## config.mk

```make
export PLATFORM = sky130hd
export DESIGN_NAME = ccr_control_regs
export DESIGN_NICKNAME = d
export VERILOG_FILES = /design/src/hw/ccr_pkg.sv /design/src/hw/ccr_interval_counter.sv /design/src/hw/ccr_control_regs.sv
export VERILOG_INCLUDE_DIRS = /design/src /design/src/hw
export SDC_FILE = /design/constraint.sdc
export NUM_CORES = 1
export LEC_CHECK = 0
export ABC_AREA = 1
export BUFFER_PORTS_ARGS = -buffer_cell sky130_fd_sc_hd__buf_4
export CAP_MARGIN = 10
export CORE_MARGIN = 3
export CORE_UTILIZATION = 66
export CTS_CLUSTER_SIZE = 40
export DETAILED_ROUTE_END_ITERATION = 12
export PLACE_DENSITY = 0.86
export REMOVE_ABC_BUFFERS = 1
export SLEW_MARGIN = 10
export SYNTH_ARGS = -nofsm -noshare
export SYNTH_HDL_FRONTEND = slang
export SYNTH_SLANG_ARGS = --single-unit
```

## constraint.sdc

```tcl
create_clock -name clk -period 14.1 [get_ports clk]
set_clock_uncertainty 0.15 [all_clocks]
set_input_delay 2.82 -clock clk [delete_from_list [all_inputs] [get_ports clk]]
set_output_delay 2.82 -clock clk [all_outputs]
set_load 0.02 [all_outputs]
```

## src/hw/ccr_cfg.svh

```systemverilog
/*
 * Constants of the charger control registers 5 to 7: offsets, reset
 * values, field positions, analog codes and timing figures.
 * Assumes inclusion by bare name from every file that needs them.
 */
`ifndef CCR_CFG_SVH
`define CCR_CFG_SVH

`define CCR_ADDR_TIMER_WD      8'h05
`define CCR_ADDR_PROTECT       8'h06
`define CCR_ADDR_SWITCH        8'h07
`define CCR_RST_TIMER_WD       8'hBF
`define CCR_RST_PROTECT        8'hE6
`define CCR_RST_SWITCH         8'h4C
`define CCR_RDATA_UNMAPPED     8'h00
// Bits of the switch register that survive watchdog expiry
`define CCR_SWITCH_WD_KEEP     8'h2B

// Timer and watchdog register fields
`define CCR_B_TERM_EN          7
`define CCR_B_DEGLITCH_SEL     6
`define CCR_F_WD_HI            5
`define CCR_F_WD_LO            4
`define CCR_B_TIMER_EN         3
`define CCR_B_TIMER_LEN        2
`define CCR_B_THERMAL_SEL      1
`define CCR_B_COLD_SEL         0
// Protection and boost register fields
`define CCR_F_OVP_HI           7
`define CCR_F_OVP_LO           6
`define CCR_F_BOOST_HI         5
`define CCR_F_BOOST_LO         4
`define CCR_F_FLOOR_HI         3
`define CCR_F_FLOOR_LO         0
// Switch and misc register fields
`define CCR_B_FORCE_DETECT     7
`define CCR_B_HALF_RATE        6
`define CCR_B_SW_DISABLE       5
`define CCR_B_WARM_SEL         4
`define CCR_B_SW_DELAY         3
`define CCR_B_SW_RST_EN        2
`define CCR_F_TRACK_HI         1
`define CCR_F_TRACK_LO         0

// Timing, base tick of 1 ms
`define CCR_CLK_MHZ            100
`define CCR_TICK_US            1000
`define CCR_DEGLITCH_LONG_MS   32'd230
`define CCR_DEGLITCH_SHORT_MS  32'd16
`define CCR_WD_40S_MS          32'd40000
`define CCR_WD_80S_MS          32'd80000
`define CCR_WD_160S_MS         32'd160000
`define CCR_SAFETY_7H_MS       32'd25200000
`define CCR_SAFETY_16H_MS      32'd57600000
`define CCR_SHIP_DELAY_MS      32'd12000

// Analog codes in millivolts, cold-zone current factors in percent
`define CCR_OVP_0_MV           16'd5500
`define CCR_OVP_1_MV           16'd6500
`define CCR_OVP_2_MV           16'd10500
`define CCR_OVP_3_MV           16'd14000
`define CCR_BOOST_0_MV         16'd4850
`define CCR_BOOST_1_MV         16'd5000
`define CCR_BOOST_2_MV         16'd5150
`define CCR_BOOST_3_MV         16'd5300
`define CCR_FLOOR_OS_0_MV      16'd3900
`define CCR_FLOOR_OS_1_MV      16'd5900
`define CCR_FLOOR_OS_2_MV      16'd7500
`define CCR_FLOOR_OS_3_MV      16'd10500
`define CCR_FLOOR_STEP_MV      16'd100
`define CCR_TRACK_1_MV         16'd200
`define CCR_TRACK_2_MV         16'd250
`define CCR_TRACK_3_MV         16'd300
`define CCR_WARM_LIMIT_MV      16'd4100
`define CCR_COLD_HALF_PCT      16'd50
`define CCR_COLD_FIFTH_PCT     16'd20
`define CCR_PCT_FULL           16'd100

`endif

```

## src/hw/ccr_pkg.sv

```systemverilog
/*
 * Types shared by the charger control register block.
 * Assumes ccr_cfg.svh supplies all numeric constants.
 */
package ccr_pkg;
    typedef enum logic [1:0] {
        CCR_SHIP_IDLE,
        CCR_SHIP_WAIT,
        CCR_SHIP_OFF
    } ccr_ship_state_t;
    typedef logic [7:0]  ccr_byte_t;
    typedef logic [15:0] ccr_mv_t;
endpackage : ccr_pkg

```

## src/hw/ccr_interval_counter.sv

```systemverilog
/*
 * Tick counter that raises done once run has held for limit ticks.
 * Assumes advance is a one-cycle tick on the same clock.
 */
`timescale 1ns/100ps
`default_nettype none
module ccr_interval_counter #(
    parameter int W = 32
) (
    input  wire logic         clk,
    input  wire logic         reset_n,
    input  wire logic         run,
    input  wire logic         advance,
    input  wire logic [W-1:0] limit,
    output var  logic         done
);
    logic [W-1:0] count_q;
    logic [W-1:0] count_d;
    logic         done_q;
    logic         done_d;

    always_comb
    begin
        count_d = count_q;
        if (!run)
            count_d = '0;
        else if (advance && count_q < limit)
            count_d = count_q + 1'b1;
        done_d = run && (count_d >= limit);
    end

    always_ff @(posedge clk or negedge reset_n)
    begin
        if (!reset_n)
        begin
            count_q <= '0;
            done_q  <= 1'b0;
        end
        else
        begin
            count_q <= count_d;
            done_q  <= done_d;
        end
    end

    assign done = done_q;
endmodule : ccr_interval_counter
`default_nettype wire

```

## src/hw/ccr_control_regs.sv

```systemverilog
/*
 * Charger control registers 5 to 7 with their timers: termination
 * deglitch, host watchdog, charge safety timer, ship-mode delay,
 * forced input limit detection and decoded analog set points.
 * Assumes a serial front end that issues one-cycle register strobes,
 * and analog logic on this clock for zone, current and voltage inputs.
 */
`timescale 1ns/100ps
`default_nettype none
`include "ccr_cfg.svh"
module ccr_control_regs
    import ccr_pkg::*;
#(
    parameter int TICK_CYCLES = `CCR_TICK_US * `CCR_CLK_MHZ
) (
    input  wire logic        clk,
    input  wire logic        reset_n,
    input  wire logic [7:0]  reg_addr,
    input  wire logic [7:0]  reg_wdata,
    input  wire logic        reg_write,
    input  wire logic        reg_read,
    output var  logic [7:0]  reg_rdata,
    input  wire logic        reg_reset_cmd,
    input  wire logic        watchdog_kick,
    input  wire logic        vbus_present_pin,
    input  wire logic        term_condition_pin,
    input  wire logic        charging_active,
    input  wire logic        slow_condition,
    input  wire logic        detect_done,
    input  wire logic        cold_zone,
    input  wire logic        cold_zone_current_enable,
    input  wire logic        warm_zone,
    input  wire logic [15:0] ichg_ma,
    input  wire logic [15:0] vreg_mv,
    input  wire logic [15:0] vbat_mv,
    input  wire logic [1:0]  input_floor_offset_select,
    output var  logic        termination_done,
    output var  logic        watchdog_expired,
    output var  logic        safety_timer_expired,
    output var  logic        input_detect_run,
    output var  logic        battery_switch_off,
    output var  logic        battery_switch_reset_allowed,
    output var  logic        thermal_limit_select,
    output var  logic [15:0] ovp_threshold_mv,
    output var  logic [15:0] boost_mv,
    output var  logic [15:0] input_floor_mv,
    output var  logic [15:0] charge_current_ma,
    output var  logic [15:0] charge_voltage_mv
);
    ccr_byte_t       timer_wd_q, timer_wd_d;
    ccr_byte_t       protect_q, protect_d;
    ccr_byte_t       switch_q, switch_d;
    ccr_byte_t       rdata_q, rdata_d;
    logic [1:0]      vbus_sync_q, term_sync_q;
    logic [31:0]     tick_cnt_q, tick_cnt_d;
    logic            tick_q, tick_d;
    logic            half_phase_q, half_phase_d;
    logic            wd_fire_q, wd_fire_d;
    logic            detect_q, detect_d;
    ccr_ship_state_t ship_q, ship_d;
    ccr_mv_t         ovp_q, ovp_d, boost_q, boost_d, floor_q, floor_d;
    ccr_mv_t         cur_q, cur_d, volt_q, volt_d;
    logic            thermal_q, rst_allow_q;
    logic [31:0]     wd_limit, safety_limit, deglitch_limit, ship_limit;
    logic            wd_done, safety_done, deglitch_done, ship_done;
    logic            wd_run, safety_run, safety_adv, deglitch_run, ship_run;
    ccr_mv_t         floor_reg_mv, track_mv;
    logic [1:0]      wd_field;

    function automatic ccr_mv_t pick4(input logic [1:0] code, input ccr_mv_t v0,
                                      input ccr_mv_t v1, input ccr_mv_t v2,
                                      input ccr_mv_t v3);
        unique case (code)
            2'h0: pick4 = v0;
            2'h1: pick4 = v1;
            2'h2: pick4 = v2;
            2'h3: pick4 = v3;
        endcase
    endfunction : pick4

    // Pins from outside the clock domain
    always_ff @(posedge clk or negedge reset_n)
    begin
        if (!reset_n)
        begin
            vbus_sync_q <= 2'h0;
            term_sync_q <= 2'h0;
        end
        else
        begin
            vbus_sync_q <= {vbus_sync_q[0], vbus_present_pin};
            term_sync_q <= {term_sync_q[0], term_condition_pin};
        end
    end

    assign wd_field = timer_wd_q[`CCR_F_WD_HI:`CCR_F_WD_LO];

    // Timer limits in ms ticks
    always_comb
    begin
        unique case (wd_field)
            2'h1: wd_limit = `CCR_WD_40S_MS;
            2'h2: wd_limit = `CCR_WD_80S_MS;
            2'h3: wd_limit = `CCR_WD_160S_MS;
            2'h0: wd_limit = `CCR_WD_160S_MS;
        endcase
        safety_limit = timer_wd_q[`CCR_B_TIMER_LEN] ? `CCR_SAFETY_16H_MS
                                                    : `CCR_SAFETY_7H_MS;
        deglitch_limit = timer_wd_q[`CCR_B_DEGLITCH_SEL] ? `CCR_DEGLITCH_SHORT_MS
                                                         : `CCR_DEGLITCH_LONG_MS;
        ship_limit = `CCR_SHIP_DELAY_MS;
        // Kick and the expiry pulse both restart the count
        wd_run = (wd_field != 2'h0) && !watchdog_kick && !wd_fire_q;
        safety_run = timer_wd_q[`CCR_B_TIMER_EN] && charging_active;
        safety_adv = tick_q && (!(switch_q[`CCR_B_HALF_RATE] && slow_condition)
                                || half_phase_q);
        deglitch_run = timer_wd_q[`CCR_B_TERM_EN] && term_sync_q[1];
        ship_run = (ship_q == CCR_SHIP_WAIT);
    end

    // Base tick and half-rate phase
    always_comb
    begin
        tick_cnt_d = tick_cnt_q + 32'd1;
        tick_d = 1'b0;
        if (tick_cnt_q >= 32'(TICK_CYCLES - 1))
        begin
            tick_cnt_d = 32'd0;
            tick_d = 1'b1;
        end
        half_phase_d = tick_q ? !half_phase_q : half_phase_q;
        wd_fire_d = wd_done && !wd_fire_q && (wd_field != 2'h0);
    end

    always_ff @(posedge clk or negedge reset_n)
    begin
        if (!reset_n)
        begin
            tick_cnt_q   <= 32'd0;
            tick_q       <= 1'b0;
            half_phase_q <= 1'b0;
            wd_fire_q    <= 1'b0;
        end
        else
        begin
            tick_cnt_q   <= tick_cnt_d;
            tick_q       <= tick_d;
            half_phase_q <= half_phase_d;
            wd_fire_q    <= wd_fire_d;
        end
    end

    ccr_interval_counter #(.W(32)) u_wd (
        .clk(clk), .reset_n(reset_n), .run(wd_run), .advance(tick_q),
        .limit(wd_limit), .done(wd_done)
    );
    ccr_interval_counter #(.W(32)) u_safety (
        .clk(clk), .reset_n(reset_n), .run(safety_run), .advance(safety_adv),
        .limit(safety_limit), .done(safety_done)
    );
    ccr_interval_counter #(.W(32)) u_deglitch (
        .clk(clk), .reset_n(reset_n), .run(deglitch_run), .advance(tick_q),
        .limit(deglitch_limit), .done(deglitch_done)
    );
    ccr_interval_counter #(.W(32)) u_ship (
        .clk(clk), .reset_n(reset_n), .run(ship_run), .advance(tick_q),
        .limit(ship_limit), .done(ship_done)
    );

    // Register file, register reset and watchdog restore
    always_comb
    begin
        timer_wd_d = timer_wd_q;
        protect_d  = protect_q;
        switch_d   = switch_q;
        rdata_d    = rdata_q;
        if (reg_write)
        begin
            unique case (reg_addr)
                `CCR_ADDR_TIMER_WD: timer_wd_d = reg_wdata;
                `CCR_ADDR_PROTECT:  protect_d  = reg_wdata;
                `CCR_ADDR_SWITCH:   switch_d   = reg_wdata;
                default: ;
            endcase
        end
        // Detection end clears the bit, a same-cycle write of 1 wins
        if (detect_done && switch_q[`CCR_B_FORCE_DETECT]
            && !(reg_write && reg_addr == `CCR_ADDR_SWITCH
                 && reg_wdata[`CCR_B_FORCE_DETECT]))
            switch_d[`CCR_B_FORCE_DETECT] = 1'b0;
        if (wd_fire_q)
        begin
            timer_wd_d = `CCR_RST_TIMER_WD;
            switch_d   = (switch_d & `CCR_SWITCH_WD_KEEP)
                       | (`CCR_RST_SWITCH & ~`CCR_SWITCH_WD_KEEP);
        end
        if (reg_reset_cmd)
        begin
            timer_wd_d = `CCR_RST_TIMER_WD;
            protect_d  = `CCR_RST_PROTECT;
            switch_d   = `CCR_RST_SWITCH;
        end
        if (reg_read)
        begin
            unique case (reg_addr)
                `CCR_ADDR_TIMER_WD: rdata_d = timer_wd_q;
                `CCR_ADDR_PROTECT:  rdata_d = protect_q;
                `CCR_ADDR_SWITCH:   rdata_d = switch_q;
                default:            rdata_d = `CCR_RDATA_UNMAPPED;
            endcase
        end
    end

    always_ff @(posedge clk or negedge reset_n)
    begin
        if (!reset_n)
        begin
            timer_wd_q <= `CCR_RST_TIMER_WD;
            protect_q  <= `CCR_RST_PROTECT;
            switch_q   <= `CCR_RST_SWITCH;
            rdata_q    <= `CCR_RDATA_UNMAPPED;
        end
        else
        begin
            timer_wd_q <= timer_wd_d;
            protect_q  <= protect_d;
            switch_q   <= switch_d;
            rdata_q    <= rdata_d;
        end
    end

    // Ship mode sequence; clearing the disable bit aborts or releases
    always_comb
    begin
        ship_d = ship_q;
        unique case (ship_q)
            CCR_SHIP_IDLE:
                if (switch_q[`CCR_B_SW_DISABLE])
                    ship_d = switch_q[`CCR_B_SW_DELAY] ? CCR_SHIP_WAIT
                                                       : CCR_SHIP_OFF;
            CCR_SHIP_WAIT:
                if (!switch_q[`CCR_B_SW_DISABLE])
                    ship_d = CCR_SHIP_IDLE;
                else if (ship_done)
                    ship_d = CCR_SHIP_OFF;
            CCR_SHIP_OFF:
                if (!switch_q[`CCR_B_SW_DISABLE])
                    ship_d = CCR_SHIP_IDLE;
            default: ship_d = CCR_SHIP_IDLE;
        endcase
        detect_d = switch_q[`CCR_B_FORCE_DETECT] && vbus_sync_q[1];
    end

    // Analog set points, registered so the outputs come from flops
    always_comb
    begin
        ovp_d = pick4(protect_q[`CCR_F_OVP_HI:`CCR_F_OVP_LO], `CCR_OVP_0_MV,
                      `CCR_OVP_1_MV, `CCR_OVP_2_MV, `CCR_OVP_3_MV);
        boost_d = pick4(protect_q[`CCR_F_BOOST_HI:`CCR_F_BOOST_LO], `CCR_BOOST_0_MV,
                        `CCR_BOOST_1_MV, `CCR_BOOST_2_MV, `CCR_BOOST_3_MV);
        // Offset select is a field of a register outside this block
        floor_reg_mv = 16'(pick4(input_floor_offset_select,
                                 `CCR_FLOOR_OS_0_MV, `CCR_FLOOR_OS_1_MV,
                                 `CCR_FLOOR_OS_2_MV,
                                 `CCR_FLOOR_OS_3_MV)
                           + `CCR_FLOOR_STEP_MV
                             * 16'(protect_q[`CCR_F_FLOOR_HI:`CCR_F_FLOOR_LO]));
        track_mv = 16'(vbat_mv + pick4(switch_q[`CCR_F_TRACK_HI:`CCR_F_TRACK_LO],
                                       16'h0000, `CCR_TRACK_1_MV, `CCR_TRACK_2_MV,
                                       `CCR_TRACK_3_MV));
        floor_d = (switch_q[`CCR_F_TRACK_HI:`CCR_F_TRACK_LO] != 2'h0
                   && track_mv > floor_reg_mv) ? track_mv : floor_reg_mv;
        cur_d = ichg_ma;
        if (cold_zone && cold_zone_current_enable)
            cur_d = 16'((32'(ichg_ma) * 32'(timer_wd_q[`CCR_B_COLD_SEL]
                                             ? `CCR_COLD_FIFTH_PCT
                                             : `CCR_COLD_HALF_PCT))
                        / 32'(`CCR_PCT_FULL));
        volt_d = vreg_mv;
        if (warm_zone && !switch_q[`CCR_B_WARM_SEL] && vreg_mv > `CCR_WARM_LIMIT_MV)
            volt_d = `CCR_WARM_LIMIT_MV;
    end

    always_ff @(posedge clk or negedge reset_n)
    begin
        if (!reset_n)
        begin
            ship_q      <= CCR_SHIP_IDLE;
            detect_q    <= 1'b0;
            ovp_q       <= 16'h0000;
            boost_q     <= 16'h0000;
            floor_q     <= 16'h0000;
            cur_q       <= 16'h0000;
            volt_q      <= 16'h0000;
            thermal_q   <= 1'b0;
            rst_allow_q <= 1'b0;
        end
        else
        begin
            ship_q      <= ship_d;
            detect_q    <= detect_d;
            ovp_q       <= ovp_d;
            boost_q     <= boost_d;
            floor_q     <= floor_d;
            cur_q       <= cur_d;
            volt_q      <= volt_d;
            thermal_q   <= timer_wd_q[`CCR_B_THERMAL_SEL];
            rst_allow_q <= switch_q[`CCR_B_SW_RST_EN];
        end
    end

    assign reg_rdata                    = rdata_q;
    assign termination_done             = deglitch_done;
    assign watchdog_expired             = wd_fire_q;
    assign safety_timer_expired         = safety_done;
    assign input_detect_run             = detect_q;
    assign battery_switch_off           = (ship_q == CCR_SHIP_OFF);
    assign battery_switch_reset_allowed = rst_allow_q;
    assign thermal_limit_select         = thermal_q;
    assign ovp_threshold_mv             = ovp_q;
    assign boost_mv                     = boost_q;
    assign input_floor_mv               = floor_q;
    assign charge_current_ma            = cur_q;
    assign charge_voltage_mv            = volt_q;
endmodule : ccr_control_regs
`default_nettype wire

```

==> out/metrics.yaml, run 1 <==
status:
  outcome: "finished clean"
drt:
  wl_met2_mm: 22.4
  top_layer: "met4"
  wirelength_mm: 45.4
  drc: 0
  drt_iter0_markers: 1160
  dr.pass1.iters: 6
  avgRoutedWirePerCell_um: 15.0
  drt-met1-wl_mm: 18.8
  route.met3.wl_mm: 2.82
  viasPerCell: 5.58
  ant_nets: 0
  vias: 16900
critical_path:
  required_ns: 14.37
  rr_endpoint: "charge_current_ma[1]"
  reg2regPathDepth: 78
  crit_path_end_kind: "flip-flop"
  cp_common_cell: "nand2_2"
  start_kind: "primary input"
  cp_max_fo: 8
  worst-setup-path-type: "in -> reg"
  rrSetupSlack_ns: 3.42
  r2r-start: "timer_wd_q[0]"
  critPathArrivalTime_ns: 12.52
  cpMaxStageDelayCell: "fa_1"
  cpPeakStageDelay_ns: 0.53
timing:
  slew_violations: 0
  setup_viol: 0
  hold_viol: 0
  layout_min_cycle_time_ns: 12.25
  rsz0062_at_grt: "no"
  slew_headroom_pct: 15.2
  worstMarginPinSlew_ns: 1.26
  period_share_pct: 86.9
  fin_setup_tns_ns: 0
  fmax_mhz: 81.7
logic_synthesis:
  avgSynthCellArea_um2: 7.78
  synthCells: 2430
  yosysWarnings: 0
  synthesis.area_mm2: 0.0189
  synthFlopType: "dfrtp_1"
  yosysSeqAreaShare_pct: 36.4
  synth_seq_cells: 274
  synth_async_sr_flop_share_pct: 100
  synth_cell_types: 62
  synth_edf_count: 0
global_routing:
  grt_pass1_vias: 16900
  gr-total-overflow: 0
  grt.total_usage_pct: 29.7
  grt_first_pass_wirelength_mm: 77.1
  grt_antenna_before_repair: 1
  grt_max_degree: 117
hold_path:
  whs_path_depth: 0
  hold_end: "vbus_sync_q[1]"
  min-delay-start: "vbus_sync_q[0]"
  hp-class: "reg -> reg"
clock_network:
  h-tree-depth: 1
  cts.hold.buffers_added: 0
  cts_buffer_depth: 3
  clk_pin_slew_ns: 0.06
  cts-buffers-inserted: 30
  post_cts_buffers: 0
  clk_latency_ns: 0.57
  cts.sinks: 274
  cts-root-buf: "clkbuf_16"
  ctsResizeCount: 0
  tritoncts: "built"
placement:
  post-dp-hpwl_mm: 34.7
  portBuffers: 165
  dpl-instance-area_mm2: 0.0206
  place.gp.congestion: 0.948
floorplan:
  die_h_um: 175
  rows: 61
  dieWidth_um: 175
  start_util_pct: 67.5
  core_area_mm2: 0.0280
  io_pins: 175
  die-area_mm2: 0.0307
final_layout:
  nFillCells: 2010
  area_growth_pct: 14.4
  final_common_cell: "inv_1"
  fin_area_mm2: 0.0216
  drive_above_1_share_pct: 14.4
  final_cell_mix: "435 x inv_1, 430 x nand2_1, 259 x dfrtp_1, 258 x nor2_1, 167 x buf_4"
  fin_nets: 2899
flow_run:
  maxCapViolations: 0
-- kinds of logic (layout without fill, tap and decap cells) --
kind of cell | after synthesis | in the layout | share of synthesized area [%]
xor+xnor | 57 | 57 | 2.64
flops | 274 | 274 | 36.4
simple gates | 1075 | 1075 | 26.5
buf+inv | 505 | 692 | 10.3
other cells | 2 | 41 | 0.0397
fa+ha+maj | 188 | 188 | 13.6
compound gates | 323 | 323 | 10.1
mux | 6 | 6 | 0.357
-- worst max path at each step --
stage                     slack [ns]                   end  cells past startpoint        from
after floorplan                 2.70  charge_current_ma[0]                     88  ichg_ma[6]
after global placement          1.86  charge_current_ma[0]                     83  ichg_ma[9]
after detailed placement        1.34  charge_current_ma[0]                     84  ichg_ma[9]
after CTS                       1.90  charge_current_ma[0]                     84  ichg_ma[9]
after global routing            0.73  charge_current_ma[0]                     85  ichg_ma[9]
final                           1.85  charge_current_ma[1]                     80  ichg_ma[9]
-- per-stage QoR --
step	hold WS, ns	setup WS (ns)	std cells	util, %
floorplan	0.181	2.70	2431	-
global placement	0.196	1.86	2977	73.5
global route	0.233	0.727	3034	77.2
detailed placement	0.200	1.34	2977	73.5
CTS	0.234	1.90	3033	77.2
finish	0.223	1.85	3034	77.2
-- registers in the layout, summed over array words and instances, names as in the netlist, 8 cells and up --
signal and count:
boost_mv 10, charge_current_ma 16, charge_voltage_mv 16, input_floor_mv 16, ovp_threshold_mv 8, protect_q 8
reg_rdata 8, switch_q 8, tick_cnt_q 32, timer_wd_q 8, u_deglitch.count_q 32, u_safety.count_q 32
u_ship.count_q 32, u_wd.count_q 32
-- layer usage --
metal  global-route usage (%)  vias to the layer above
met2                     53.0                      623
met3                     3.56                      132
met1                     37.6                     7942
li1                         -                     8229
met4                     9.67                        0
met5                        0                        -
-- area by class of cell --
class | count | area [um^2] | share of cell area, %
Inverter | 468 | 1760 | 8.12
Sequential cell | 274 | 6880 | 31.8
Multi-Input combinational cell | 1689 | 10200 | 47.3
Timing Repair Buffer | 168 | 1270 | 5.87
Clock inverter | 19 | 185 | 0.856
Clock buffer | 37 | 838 | 3.88
Tap cell | 378 | 473 | 2.19
Antenna cell | 1 | 2.50 | 0.0116
-- cells in the mapped netlist, drive strengths merged, types with 11 or more instances --
cell type,n,area [um^2]
nand2,495,2110
inv,462,1730
dfrtp,259,6480
o21ai,114,574
nor2,271,1070
dfstp,15,394
nand4,65,444
xnor2,26,228
nor3,48,240
ha,158,1980
nor4,34,213
a31oi,11,68.8
buf,17,116
fa,30,601
nand3,133,736
o21bai,20,150
a21oi,109,564
clkbuf,20,75.1
xor2,31,272
-- critical path, delay by kind of cell --
family          cells  cell delay (ns)
buf+inv             5             0.36
simple gates       66             6.46
fa+ha+maj           4             1.74
compound gates      5             1.07
Power of run 1 is left out: the tool's default activity adds up to more than one toggle a clock period on the data nets, which glitch-free logic cannot reach.
==> run 2, diff against run 1 <==
ABC_AREA = default   (was 1)
HOLD_SLACK_MARGIN = 0.06   (was default)
==> run 2 against run 1 <==
The flow now finishes with violations (negative setup slack). Area after synthesis increased by 2.7%. Sequential share of layout area shrank 4.8 points. Global-route usage rose by 5.1 points. Non-clock buffer count grew 320. Critical path type unchanged.
==> out/metrics.yaml, run 2 <==
critical_path:
  rrSetupSlack_ns: 0.60
  rr_endpoint: "charge_current_ma[0]"
  start_kind: "primary input"
  cpPeakStageDelay_ns: 0.55
  worst-setup-path-type: "in -> reg"
  cpMaxStageDelayCell: "or4_4"
  crit_path_end_kind: "flip-flop"
  cp_common_cell: "buf_4"
  required_ns: 14.40
  critPathArrivalTime_ns: 14.93
  r2r-start: "timer_wd_q[0]"
  cp_max_fo: 8
  reg2regPathDepth: 47
global_routing:
  grtUsageMet3_pct: 5.07
  grt_antenna_before_repair: 0
  grt.total_usage_pct: 34.8
  busiest_layer: "met2"
  grt_util_met2_pct: 60.8
  gr-total-overflow: 0
  gr-usage-met1_pct: 43.0
  grt_pass1_vias: 18400
  grt_first_pass_wirelength_mm: 90.7
  grt_max_degree: 131
placement:
  post-dp-hpwl_mm: 40.3
  portBuffers: 165
  post-place-ws_ns: -0.817
  place_inst: 2876
  place.gp.congestion: 0.929
logic_synthesis:
  synth_cell_types: 118
  yosys-top-cells-area: "dfrtp_1 33%, ha_1 10%, nor2_1 3.8%"
  synth_async_sr_flop_share_pct: 100
  yosysSeqAreaShare_pct: 35.4
  synthesis.area_mm2: 0.0194
  avgSynthCellArea_um2: 9.34
  synthTopCellsByCount: "259 x dfrtp_1, 194 x nor2_1, 158 x ha_1, 155 x nand2_1, 116 x a21oi_1"
  yosysTopAreaCell: "dfrtp_1"
  synth_edf_count: 0
  yosysMostFrequentCell: "dfrtp_1"
  synthCells: 2078
  synth_top_area_share_pct: 33.4
  synthFlopType: "dfrtp_1"
  synth_seq_cells: 274
  yosysWarnings: 0
drt:
  ant_nets: 0
  drc: 0
  vias: 19900
  drt_iter0_markers: 2402
  dr.pass1.iters: 8
  avgRoutedWirePerCell_um: 22.5
  wirelength_mm: 66.7
  viasPerCell: 6.70
final_layout:
  area_growth_pct: 31.3
  fin_cells: 2969
  diodes: 0
  final_cell_mix: "470 x buf_4, 259 x dfrtp_1, 182 x nor2_1, 147 x nand2_1, 141 x ha_1"
  final_common_cell: "buf_4"
  fin_nets: 2831
  drive_above_1_share_pct: 30.4
status:
  outcome: "finished with violations"
  violations: "negative setup slack"
hold_path:
  min-delay-start: "term_sync_q[0]"
  hp-class: "reg -> reg"
  whs_path_depth: 0
  hold_end: "term_sync_q[1]"
clock_network:
  tritoncts: "built"
  clk_pin_slew_ns: 0.07
  cts_buffer_depth: 3
  clk_latency_ns: 0.56
  cts-root-buf: "clkbuf_16"
  cts-buffers-inserted: 28
  cts.hold.buffers_added: 0
  h-tree-depth: 1
  cts.sinks: 274
timing:
  worstMarginPinSlew_ns: 1.28
  hold_viol: 0
  layout_min_cycle_time_ns: 14.63
  fmax_mhz: 68.4
  setup_viol: 2
  rsz0062_at_grt: "yes"
  period_share_pct: 104
  worst_slack_ns: -0.528
  fin_setup_tns_ns: -0.814
  slew_violations: 0
  slew_headroom_pct: 14.2
floorplan:
  io_pins: 175
  die_h_um: 178
  core_area_mm2: 0.0289
  start_util_pct: 67.3
  die-area_mm2: 0.0315
  rows: 62
  dieWidth_um: 178
flow_run:
  maxCapViolations: 0
[run 2: cell type report]
| cell class | instances | area, um^2 |
|---|---|---|
| multi-input combinational | 1665 | 13000 |
| sequential | 274 | 6880 |
| timing repair buffer | 488 | 3730 |
| fill | 1278 | 3360 |
| clock buffer | 39 | 792 |
| tap | 384 | 480 |
| inverter | 106 | 398 |
| clock inverter | 13 | 174 |
[run 2: worst max-delay path, delay by kind of cell]
kind | cells | cell delay (ns)
compound gates | 23 | 6.87
xor+xnor | 2 | 0.44
fa+ha+maj | 4 | 1.63
buf+inv | 7 | 1.09
simple gates | 10 | 2.07
[run 2: through the flow]
stage	util, %	hold slack, ns	area [um^2]
floorplan	-	0.181	19200
global placement	79.8	0.187	23000
detailed placement	79.8	0.190	23000
CTS	83.4	0.211	24100
global route	88.3	0.214	25500
finish	88.3	0.210	25500
[run 2: timing repair]
action                                 in CTS  in global routing
buffers inserted                            0                 40
pin swaps                                   4                128
gates resized for setup                    18                222
setup endpoints to repair                   2                  3
endpoints found under the hold margin       0                  0
gates cloned                                0                  1
[run 2: routing by layer]
layer / up-vias / routed length (um)
met5: - / 0
met4: 0 / 4990
met3: 484 / 6160
met2: 1476 / 32000
met1: 9504 / 23500
li1: 8442 / -
[run 2: worst max path at each step]
stage | depth (start not counted) | from | to
3_5_place_dp | 47 | ichg_ma[8] | charge_current_ma[0]
4_1_cts | 57 | ichg_ma[3] | charge_current_ma[0]
5_1_grt | 51 | ichg_ma[7] | charge_current_ma[0]
3_3_place_gp | 45 | ichg_ma[3] | charge_current_ma[0]
2_1_floorplan | 43 | ichg_ma[3] | charge_current_ma[0]
6_report | 46 | ichg_ma[7] | charge_current_ma[0]
[run 2: kinds of logic (layout without fill, tap and decap cells)]
group | after synthesis | count (layout) | share of synthesized area, %
AND/OR/NAND/NOR | 755 | 756 | 19.8
AO/OA/AOI/OAI | 493 | 493 | 18.2
flip-flops | 274 | 274 | 35.4
adder cells (fa/ha/maj) | 190 | 190 | 13.4
buffers and inverters | 178 | 646 | 4.10
XOR/XNOR | 140 | 140 | 6.59
multiplexers | 46 | 46 | 2.47
other | 2 | 40 | 0.0387
Power of run 2 is left out for the same reason.
